--- src/pkg/ddr_io_element_pkg.sv ---
package ddr_io_element_pkg;
   // synchroniser depth for every pin-side input
   localparam int SYNC_STAGES = 2;
   // bench period of the sampled link clocks, in ns, and of ref_clk
   localparam int LINK_PERIOD_NS = 200;
   localparam int REF_PERIOD_NS = 25;
   localparam int LINK_HALF_CYCLES = (LINK_PERIOD_NS / REF_PERIOD_NS) / 2;
   // positions in the local control inversion mask
   localparam int CTL_WIDTH = 4;
   localparam int CTL_OE = 0;
   localparam int CTL_POSTAMBLE = 1;
   localparam int CTL_DELAY_SEL = 2;
   localparam int CTL_COMB_OE = 3;
   // reset values
   localparam logic RST_BIT = 1'h0;
   localparam logic [CTL_WIDTH-1:0] RST_CTL = 4'h0;
   // capture clock sources
   typedef enum {CAP_STROBE, CAP_COMP_STROBE, CAP_READ_CLK} capSrc_t;
endpackage

--- src/ddr_io_element.sv ---
`timescale 1ns/1ps
// Behaviour
// RL1: six registers and one latch per element
// RL2: delayed enable adds half-cycle high-z preamble
// RL3: tristate control active low, optionally high
// RL4: primary enable general, delayed for strobes
// RL5: select undelayed or half-cycle delayed enable
// RL6: every entering control optionally inverted locally; the mask covers only oeReq, postambleGate, delayedOeSel and combOe
// RL7: combinational output and tristate paths offered
// RL8: rise loads A, fall B, latch open high
// RL9: user inverts strobe except for QDRII
// RL10: inverted strobe keeps final read word
// RL11: inversion swaps A and latch on outputs
// RL12: output clock lags system clock 90 degrees
// RL13: complementary strobe used only for QDRII
// RL14: strobe pin enable off for RLDRAM/QDRII
// RL15: strobe data inputs tied zero and one
// RL16: system clock strobes, shifted clock data
// RL17: side banks use separate read clock source
// RL18: shifted strobe also routed to core
// RL19: postamble gate forces capture clock low
// RL20: delayed enable register on opposite edge
module ddr_io_element (
   input wire logic ref_clk,
   input wire logic rstn,
   input wire logic strobeIn,
   input wire logic compStrobeIn,
   input wire logic readClkIn,
   input wire logic sysClkIn,
   input wire logic dataPinIn,
   input wire logic invertStrobe,
   input wire logic useCompStrobe,
   input wire logic sideBank,
   input wire logic postambleGate,
   input wire logic [ddr_io_element_pkg::CTL_WIDTH-1:0] ctlInvert,
   input wire logic oeReq,
   input wire logic delayedOeSel,
   input wire logic oeActiveHigh,
   input wire logic strobeOeOff,
   input wire logic dataInHigh,
   input wire logic dataInLow,
   input wire logic combOutSel,
   input wire logic combOutData,
   input wire logic combOeSel,
   input wire logic combOe,
   output logic capturedHigh,
   output logic capturedLow,
   output logic strobeToCore,
   output logic dataPinOut,
   output logic dataPinOe,
   output logic triCtl
);

   // ----------------------------------------
   // synchronisers
   // ----------------------------------------
   logic strobeS1, strobeS2, compS1, compS2, readS1, readS2;
   logic sysS1, sysS2, dqS1, dqS2;

   always_ff @(posedge ref_clk or negedge rstn) begin
      if (!rstn) begin
         strobeS1 <= ddr_io_element_pkg::RST_BIT;
         strobeS2 <= ddr_io_element_pkg::RST_BIT;
         compS1 <= ddr_io_element_pkg::RST_BIT;
         compS2 <= ddr_io_element_pkg::RST_BIT;
         readS1 <= ddr_io_element_pkg::RST_BIT;
         readS2 <= ddr_io_element_pkg::RST_BIT;
         sysS1 <= ddr_io_element_pkg::RST_BIT;
         sysS2 <= ddr_io_element_pkg::RST_BIT;
         dqS1 <= ddr_io_element_pkg::RST_BIT;
         dqS2 <= ddr_io_element_pkg::RST_BIT;
      end else begin
         strobeS1 <= strobeIn;
         strobeS2 <= strobeS1;
         compS1 <= compStrobeIn;
         compS2 <= compS1;
         readS1 <= readClkIn;
         readS2 <= readS1;
         sysS1 <= sysClkIn;
         sysS2 <= sysS1;
         dqS1 <= dataPinIn;
         dqS2 <= dqS1;
      end
   end

   // ----------------------------------------
   // local control inversion
   // ----------------------------------------
   logic [ddr_io_element_pkg::CTL_WIDTH-1:0] ctlRaw, ctlEff;
   assign ctlRaw = {combOe, delayedOeSel, postambleGate, oeReq};

   genvar gi;
   generate
      for (gi = 0; gi < ddr_io_element_pkg::CTL_WIDTH; gi = gi + 1) begin : g_inv
         assign ctlEff[gi] = ctlRaw[gi] ^ ctlInvert[gi]; // RL6
      end
   endgenerate

   // ----------------------------------------
   // capture clock
   // ----------------------------------------
   function automatic ddr_io_element_pkg::capSrc_t pickSrc(input logic side, input logic comp);
      pickSrc = side ? ddr_io_element_pkg::CAP_READ_CLK :
         (comp ? ddr_io_element_pkg::CAP_COMP_STROBE : ddr_io_element_pkg::CAP_STROBE);
   endfunction

   ddr_io_element_pkg::capSrc_t capSrc;
   logic capRaw, capLvl, capPrev, capRise, capFall;

   always_comb begin
      capSrc = pickSrc(sideBank, useCompStrobe);
      case (capSrc)
         ddr_io_element_pkg::CAP_READ_CLK: capRaw = readS2; // RL17
         ddr_io_element_pkg::CAP_COMP_STROBE: capRaw = compS2; // RL13
         ddr_io_element_pkg::CAP_STROBE: capRaw = strobeS2;
         default: capRaw = strobeS2;
      endcase
   end

   // gate after inversion so a glitchy postamble never clocks capture
   assign capLvl = (capRaw ^ invertStrobe) & ~ctlEff[ddr_io_element_pkg::CTL_POSTAMBLE]; // RL19
   assign capRise = capLvl & ~capPrev;
   assign capFall = ~capLvl & capPrev;

   always_ff @(posedge ref_clk or negedge rstn) begin
      if (!rstn) begin
         capPrev <= ddr_io_element_pkg::RST_BIT;
      end else begin
         capPrev <= capLvl;
      end
   end

   // ----------------------------------------
   // input registers and latch
   // ----------------------------------------
   logic regA, regB, latchC;

   always_ff @(posedge ref_clk or negedge rstn) begin
      if (!rstn) begin
         regA <= ddr_io_element_pkg::RST_BIT;
      end else if (capRise) begin
         regA <= dqS2; // RL8
      end
   end

   always_ff @(posedge ref_clk or negedge rstn) begin
      if (!rstn) begin
         regB <= ddr_io_element_pkg::RST_BIT;
      end else if (capFall) begin
         regB <= dqS2; // RL8
      end
   end

   // transparent while the capture clock is high; with the strobe
   // inverted it opens on the low phase that carries the last word
   always_ff @(posedge ref_clk or negedge rstn) begin
      if (!rstn) begin
         latchC <= ddr_io_element_pkg::RST_BIT;
      end else if (capLvl) begin
         latchC <= regB; // RL8 RL10
      end
   end

   always_ff @(posedge ref_clk or negedge rstn) begin
      if (!rstn) begin
         capturedHigh <= ddr_io_element_pkg::RST_BIT;
         capturedLow <= ddr_io_element_pkg::RST_BIT;
      end else begin
         capturedHigh <= invertStrobe ? latchC : regA; // RL11
         capturedLow <= invertStrobe ? regA : latchC; // RL11
      end
   end

   always_ff @(posedge ref_clk or negedge rstn) begin
      if (!rstn) begin
         strobeToCore <= ddr_io_element_pkg::RST_BIT;
      end else begin
         strobeToCore <= capLvl; // RL18
      end
   end

   // ----------------------------------------
   // output data registers
   // ----------------------------------------
   logic sysPrev, sysRise, sysFall, outHigh, outLow;
   assign sysRise = sysS2 & ~sysPrev;
   assign sysFall = ~sysS2 & sysPrev;

   always_ff @(posedge ref_clk or negedge rstn) begin
      if (!rstn) begin
         sysPrev <= ddr_io_element_pkg::RST_BIT;
      end else begin
         sysPrev <= sysS2;
      end
   end

   always_ff @(posedge ref_clk or negedge rstn) begin
      if (!rstn) begin
         outHigh <= ddr_io_element_pkg::RST_BIT;
         outLow <= ddr_io_element_pkg::RST_BIT;
      end else if (sysRise) begin
         outHigh <= dataInHigh; // RL1
         outLow <= dataInLow; // RL1
      end
   end

   // ----------------------------------------
   // output enable registers
   // ----------------------------------------
   logic oeA, oeB, next_oe;

   always_ff @(posedge ref_clk or negedge rstn) begin
      if (!rstn) begin
         oeA <= ddr_io_element_pkg::RST_BIT;
      end else if (sysRise) begin
         oeA <= ctlEff[ddr_io_element_pkg::CTL_OE]; // RL4
      end
   end

   // opposite edge, so it trails the primary by exactly half a cycle
   always_ff @(posedge ref_clk or negedge rstn) begin
      if (!rstn) begin
         oeB <= ddr_io_element_pkg::RST_BIT;
      end else if (sysFall) begin
         oeB <= oeA; // RL20 RL4
      end
   end

   always_comb begin
      if (strobeOeOff) begin
         next_oe = 1'h0; // RL14
      end else if (combOeSel) begin
         next_oe = ctlEff[ddr_io_element_pkg::CTL_COMB_OE]; // RL7
      end else if (ctlEff[ddr_io_element_pkg::CTL_DELAY_SEL]) begin
         // start waits for the delayed copy, end follows the primary
         next_oe = oeA & oeB; // RL2 RL5
      end else begin
         next_oe = oeA; // RL5
      end
   end

   // ----------------------------------------
   // pin drive
   // ----------------------------------------
   always_ff @(posedge ref_clk or negedge rstn) begin
      if (!rstn) begin
         dataPinOut <= ddr_io_element_pkg::RST_BIT;
      end else if (combOutSel) begin
         dataPinOut <= combOutData; // RL7
      end else begin
         dataPinOut <= sysS2 ? outHigh : outLow;
      end
   end

   always_ff @(posedge ref_clk or negedge rstn) begin
      if (!rstn) begin
         dataPinOe <= ddr_io_element_pkg::RST_BIT;
         triCtl <= 1'h1;
      end else begin
         dataPinOe <= next_oe;
         triCtl <= oeActiveHigh ? next_oe : ~next_oe; // RL3
      end
   end
endmodule

--- config.mk ---
export PLATFORM = sky130hd
export DESIGN_NAME = ddr_io_element
export DESIGN_NICKNAME = d
export VERILOG_FILES = /design/src/pkg/ddr_io_element_pkg.sv /design/src/ddr_io_element.sv
export SDC_FILE = /design/constraint.sdc
export NUM_CORES = 1
export LEC_CHECK = 0
export BUFFER_PORTS_ARGS = -buffer_cell sky130_fd_sc_hd__buf_4
export CAP_MARGIN = 0
export CORE_MARGIN = 10
export CORE_UTILIZATION = 30
export DETAILED_ROUTE_END_ITERATION = 8
export PLACE_DENSITY_LB_ADDON = 0.08
export SYNTH_ARGS = -nofsm -noshare
export SYNTH_HDL_FRONTEND = slang
export SYNTH_SLANG_ARGS = --single-unit
--- constraint.sdc ---
create_clock -name ref_clk -period 4.2 [get_ports ref_clk]
set_clock_uncertainty 0.15 [all_clocks]
set_input_delay 0.21 -clock ref_clk [delete_from_list [all_inputs] [get_ports ref_clk]]
set_output_delay 0.21 -clock ref_clk [all_outputs]
set_load 0.05 [all_outputs]
======== Word-level counts from Yosys, hierarchy flattened ========
Cells that the tools add are included.
storage, ports and cells
  output and inout bits ................... 6
  register bits after elaboration ......... 24
  word-level logic and storage cells ...... 54
operators by class
  bitwise operators ....................... 17
  mux-type cells .......................... 11
  equal/unequal tests ..................... 2
operators with widths
  operator                                              number
  2-to-1 mux 1 bit                                      9
  bitwise AND 1 bit                                     6
  inverter 1 bit                                        6
  bitwise XOR 1 bit                                     5
  equality test 2 x 1 -> 1 bit (second input constant)  1
  equality test 2 bit (second input constant)           1
  2-to-1 mux 2 bit                                      1
  case mux 1 bit (2 select lines)                       1

======== Depth between registers and ports, before layout ========
  depth after elaboration ................. 8
  mapped depth ............................ 4

======== Worst setup path after synthesis ========
Ideal clock, no wire load.
  path kind ............................... reg-to-reg
  start ................................... register strobeS2
  end ..................................... register regA
  slack ................................... 2.468 ns
  path buffers ............................ 0
  stages on the path, launching flop included .. 5
  clock period less this slack ............ 1.732 ns
  data arrival time ....................... 1.454 ns
  cells stage by stage .................... dfrtp_1 -> mux2_4 -> a211o_1 -> a211oi_1 -> mux2_1
between the ends
  word-level cells in the longest chain between the ends .. 4
ends and longest elaborated chain
  what                             RTL line               text
  from (decl)                      ddr_io_element.sv:57   logic strobeS1, strobeS2, compS1, compS2, readS1, readS2;
  from (signal assigned)           ddr_io_element.sv:63   strobeS2 <= ddr_io_element_pkg::RST_BIT;
  from (signal assigned)           ddr_io_element.sv:74   strobeS2 <= strobeS1;
  case mux 1 bit (2 select lines)  ddr_io_element.sv:112  case (capSrc)
  bitwise XOR 1 bit                ddr_io_element.sv:121  assign capLvl = (capRaw ^ invertStrobe) & ~ctlEff[ddr_io_element_pkg::CTL_POSTAMBLE];
  bitwise AND 1 bit                ddr_io_element.sv:121
  bitwise AND 1 bit                ddr_io_element.sv:122  assign capRise = capLvl & ~capPrev;
  to (signal assigned)             ddr_io_element.sv:140  regA <= ddr_io_element_pkg::RST_BIT;
  to (signal assigned)             ddr_io_element.sv:142  regA <= dqS2;
  to (decl)                        ddr_io_element.sv:136  logic regA, regB, latchC;
No other way between the ends.
A chain may end at the register's enable or synchronous reset.

======== Worst setup path after layout ========
Ends and elaborated chain as after synthesis.

==> results.toml <==
[timing]
maxSlewHeadroom_pct = 79.44
rsz0062_at_grt = "false"
tightest_slew_ns = 0.3078
setup_viol = 0
period_share_pct = 42.47
fmax_mhz = 560.6
tns_ns = 0
hold_violations = 0
post-route-min-period_ns = 1.784
drv_slew = 0

[worst_setup_path]
endpoint = "regA$_DFFE_PN0P_"
rr_startpoint = "strobeS2$_DFF_PN0_"
r2r-end = "regA$_DFFE_PN0P_"
cp-end-kind = "flip-flop"
arrival_ns = 1.84
required_ns = 4.25
critPathMaxFanout = 4
crit_path_start_kind = "flip-flop"
worst_r2r_path_depth = 4
crit_type = "reg -> reg"
cp_cell_sequence = "mux2_4, a211o_1, a211oi_1, mux2_1"
rrSetupSlack_ns = 2.42
crit_path_start = "strobeS2$_DFF_PN0_"
cpPeakStageDelay_ns = 0.38
cpMaxStageDelayCell = "dfrtp_1"

[clock_network]
cts_buffers = 3
root_buffer = "clkbuf_4"
path_clk_slew_ns = 0.13
tritoncts = "yes"
cts_resized = 0
clkSinkCount = 24
clockBufferDepth = 2
clk_latency_ns = 0.31
htree_levels = 1

[logic_synthesis]
synth.area.top_cells = "dfrtp_1 (64%), mux2_2 (7.5%), dfstp_2 (2.9%)"
syn_area_per_cell_sq_um = 14.47
ys_seq_area_share_pct = 67.09
syn_nets = 87
ys_warn_count = 0
synth-seq-cells = 24
async_flop_share_pct = 100.0
synth.top_cell.area_share_pct = 64.16
synth_edf_count = 0
synth_top_flop_cell = "dfrtp_1"
syn_inst = 62
post-synth-top-count-cell = "dfrtp_1"
syn-cell-area_sq_um = 897.1
yosysTopAreaCell = "dfrtp_1"
ys_top_cells_by_count = "dfrtp_1 (23), mux2_2 (6), a21oi_1 (3), inv_1 (3), xnor2_1 (3)"
ys_types = 23

[routing]
wirelength_um = 1606
avgRoutedWirePerCell_um = 11.47
drt_iter0_markers = 48
drtAntennaViolNets = 0
drtPass1Iterations = 4
drc = 0
vias = 609
vias_per_cell = 4.350

[placement]
place_area_sq_mm = 0.001161
place.gp.congestion = 0.6379
hpwlAfterDp_um = 1240
portBuffers = 30
dp.cells = 123

[cells_and_area]
final_nets = 135
area_delta_synth_final_pct = 49.79
multi_input_area_sq_um = 284.0
stdcell_area_sq_mm = 0.001344
antenna_cells = 0
final_layout_size_suffix_gt1_share_pct = 39.45
nFillCells = 261
seq_area_sq_um = 601.8
layout.cells.non_filler = 140

[worst_hold_path]
hp-class = "in -> reg"

[global_routing]
grt_start_max_net_pins = 25
grt_usage_pct = 6.376
antenna_found_initial = 0
grt_pass1_vias = 684
grt_overflow = 0
grt_first_pass_wirelength_um = 2780

[die]
rows = 19
die_x_um = 74.69
start_util_pct = 31.98
die-area_sq_mm = 0.005578
die_h_um = 74.69
core_area_sq_mm = 0.002805
io_pins = 31

[power]
powerDensity_mw_per_mm2 = 440.6
leakagePower_nw = 0.6269
max-vdd-ir-drop_uv = 255.6

[job]
cap_violations = 0

[outcome]
status = "complete, no violations"
==> metrics by stage <==
step / utilization (%) / hold slack, ns / total power [mW] / setup WS, ns
6_report: 47.90 / 0.01446 / 0.5920 / 2.416
5_1_grt: 47.90 / 0.008122 / 0.6256 / 2.314
4_1_cts: 47.90 / 0.002803 / 0.6025 / 2.409
3_3_place_gp: 41.39 / -0.02395 / 0.4237 / 2.426
2_1_floorplan: - / -0.2356 / 0.3709 / 2.468
3_5_place_dp: 41.39 / -0.02254 / 0.4250 / 2.417
==> cells by family (layout without fill, tap and decap cells) <==
family	after synthesis	count (layout)	share of synthesized area, %
buffers and inverters	3	50	1.255
flip-flops	24	24	67.09
multiplexers	10	10	12.83
AO/OA/AOI/OAI	10	10	8.089
XOR/XNOR	5	5	4.882
AND/OR/NAND/NOR	10	10	5.858
==> per-layer routing <==
metal,global-route usage (%),up-vias,share of wire (%)
li1,-,306,-
met3,3.679,2,11
met1,6.776,284,39
met5,0,-,0
met4,1.891,0,0.93
met2,10.57,17,49
==> final cells by class <==
class,count,share of cell area (%)
clock inverter,1,2.235
multi-input combinational,35,21.14
sequential,24,44.79
clock buffer,3,1.676
timing repair buffer,43,26.44
tap,31,2.886
inverter,3,0.8380
==> repair_timing <==
item                                   4_1_cts  5_1_grt
endpoints found under the hold margin       34        0
hold buffers                                13        0
setup buffers                                0        0
==> cells in the final DEF (no fill, tap or decap) <==
cell type      instances
nand3_1                1
a21oi_1                3
mux2_2                 6
mux2i_1                1
o21ai_0                2
inv_1                  3
and2_1                 1
and3_1                 1
nand2_1                2
mux2_4                 1
o41ai_2                1
xor2_1                 2
a211oi_1               1
buf_4                 30
nor2_1                 1
dlygate4sd3_1         13
mux2_1                 2
dfstp_2                1
dfrtp_1               23
xnor2_1                3
nor2b_1                1
o211ai_1               2
clkbuf_4               3
a211o_1                1
nor3_1                 1
nand2b_1               2
bufinv_16              1
==> power by group <==
part           switching, mW  internal [mW]  total, mW
Clock                 0.0664         0.0964      0.163
Combinational         0.0777         0.0685      0.146
Sequential            0.0157          0.267      0.283
Total                  0.160          0.432      0.592
==> how the worst min path moves through the flow <==
stage,from,end,cells past startpoint
2_1_floorplan,rstn,capturedHigh$_DFF_PN0_,0
3_3_place_gp,rstn,readS2$_DFF_PN0_,1
3_5_place_dp,rstn,strobeToCore$_DFF_PN0_,1
4_1_cts,oeReq,oeA$_DFFE_PN0P_,3
5_1_grt,ctlInvert[0],oeA$_DFFE_PN0P_,3
6_report,oeReq,oeA$_DFFE_PN0P_,3
==> critical path, delay by kind of cell, from the launching register on <==
family | cells | cell delay [ns]
muxes | 2 | 0.62
AOI/OAI and AO/OA | 2 | 0.53
DFF | 1 | 0.38
Note: power is estimated with default switching activity, not from simulation.
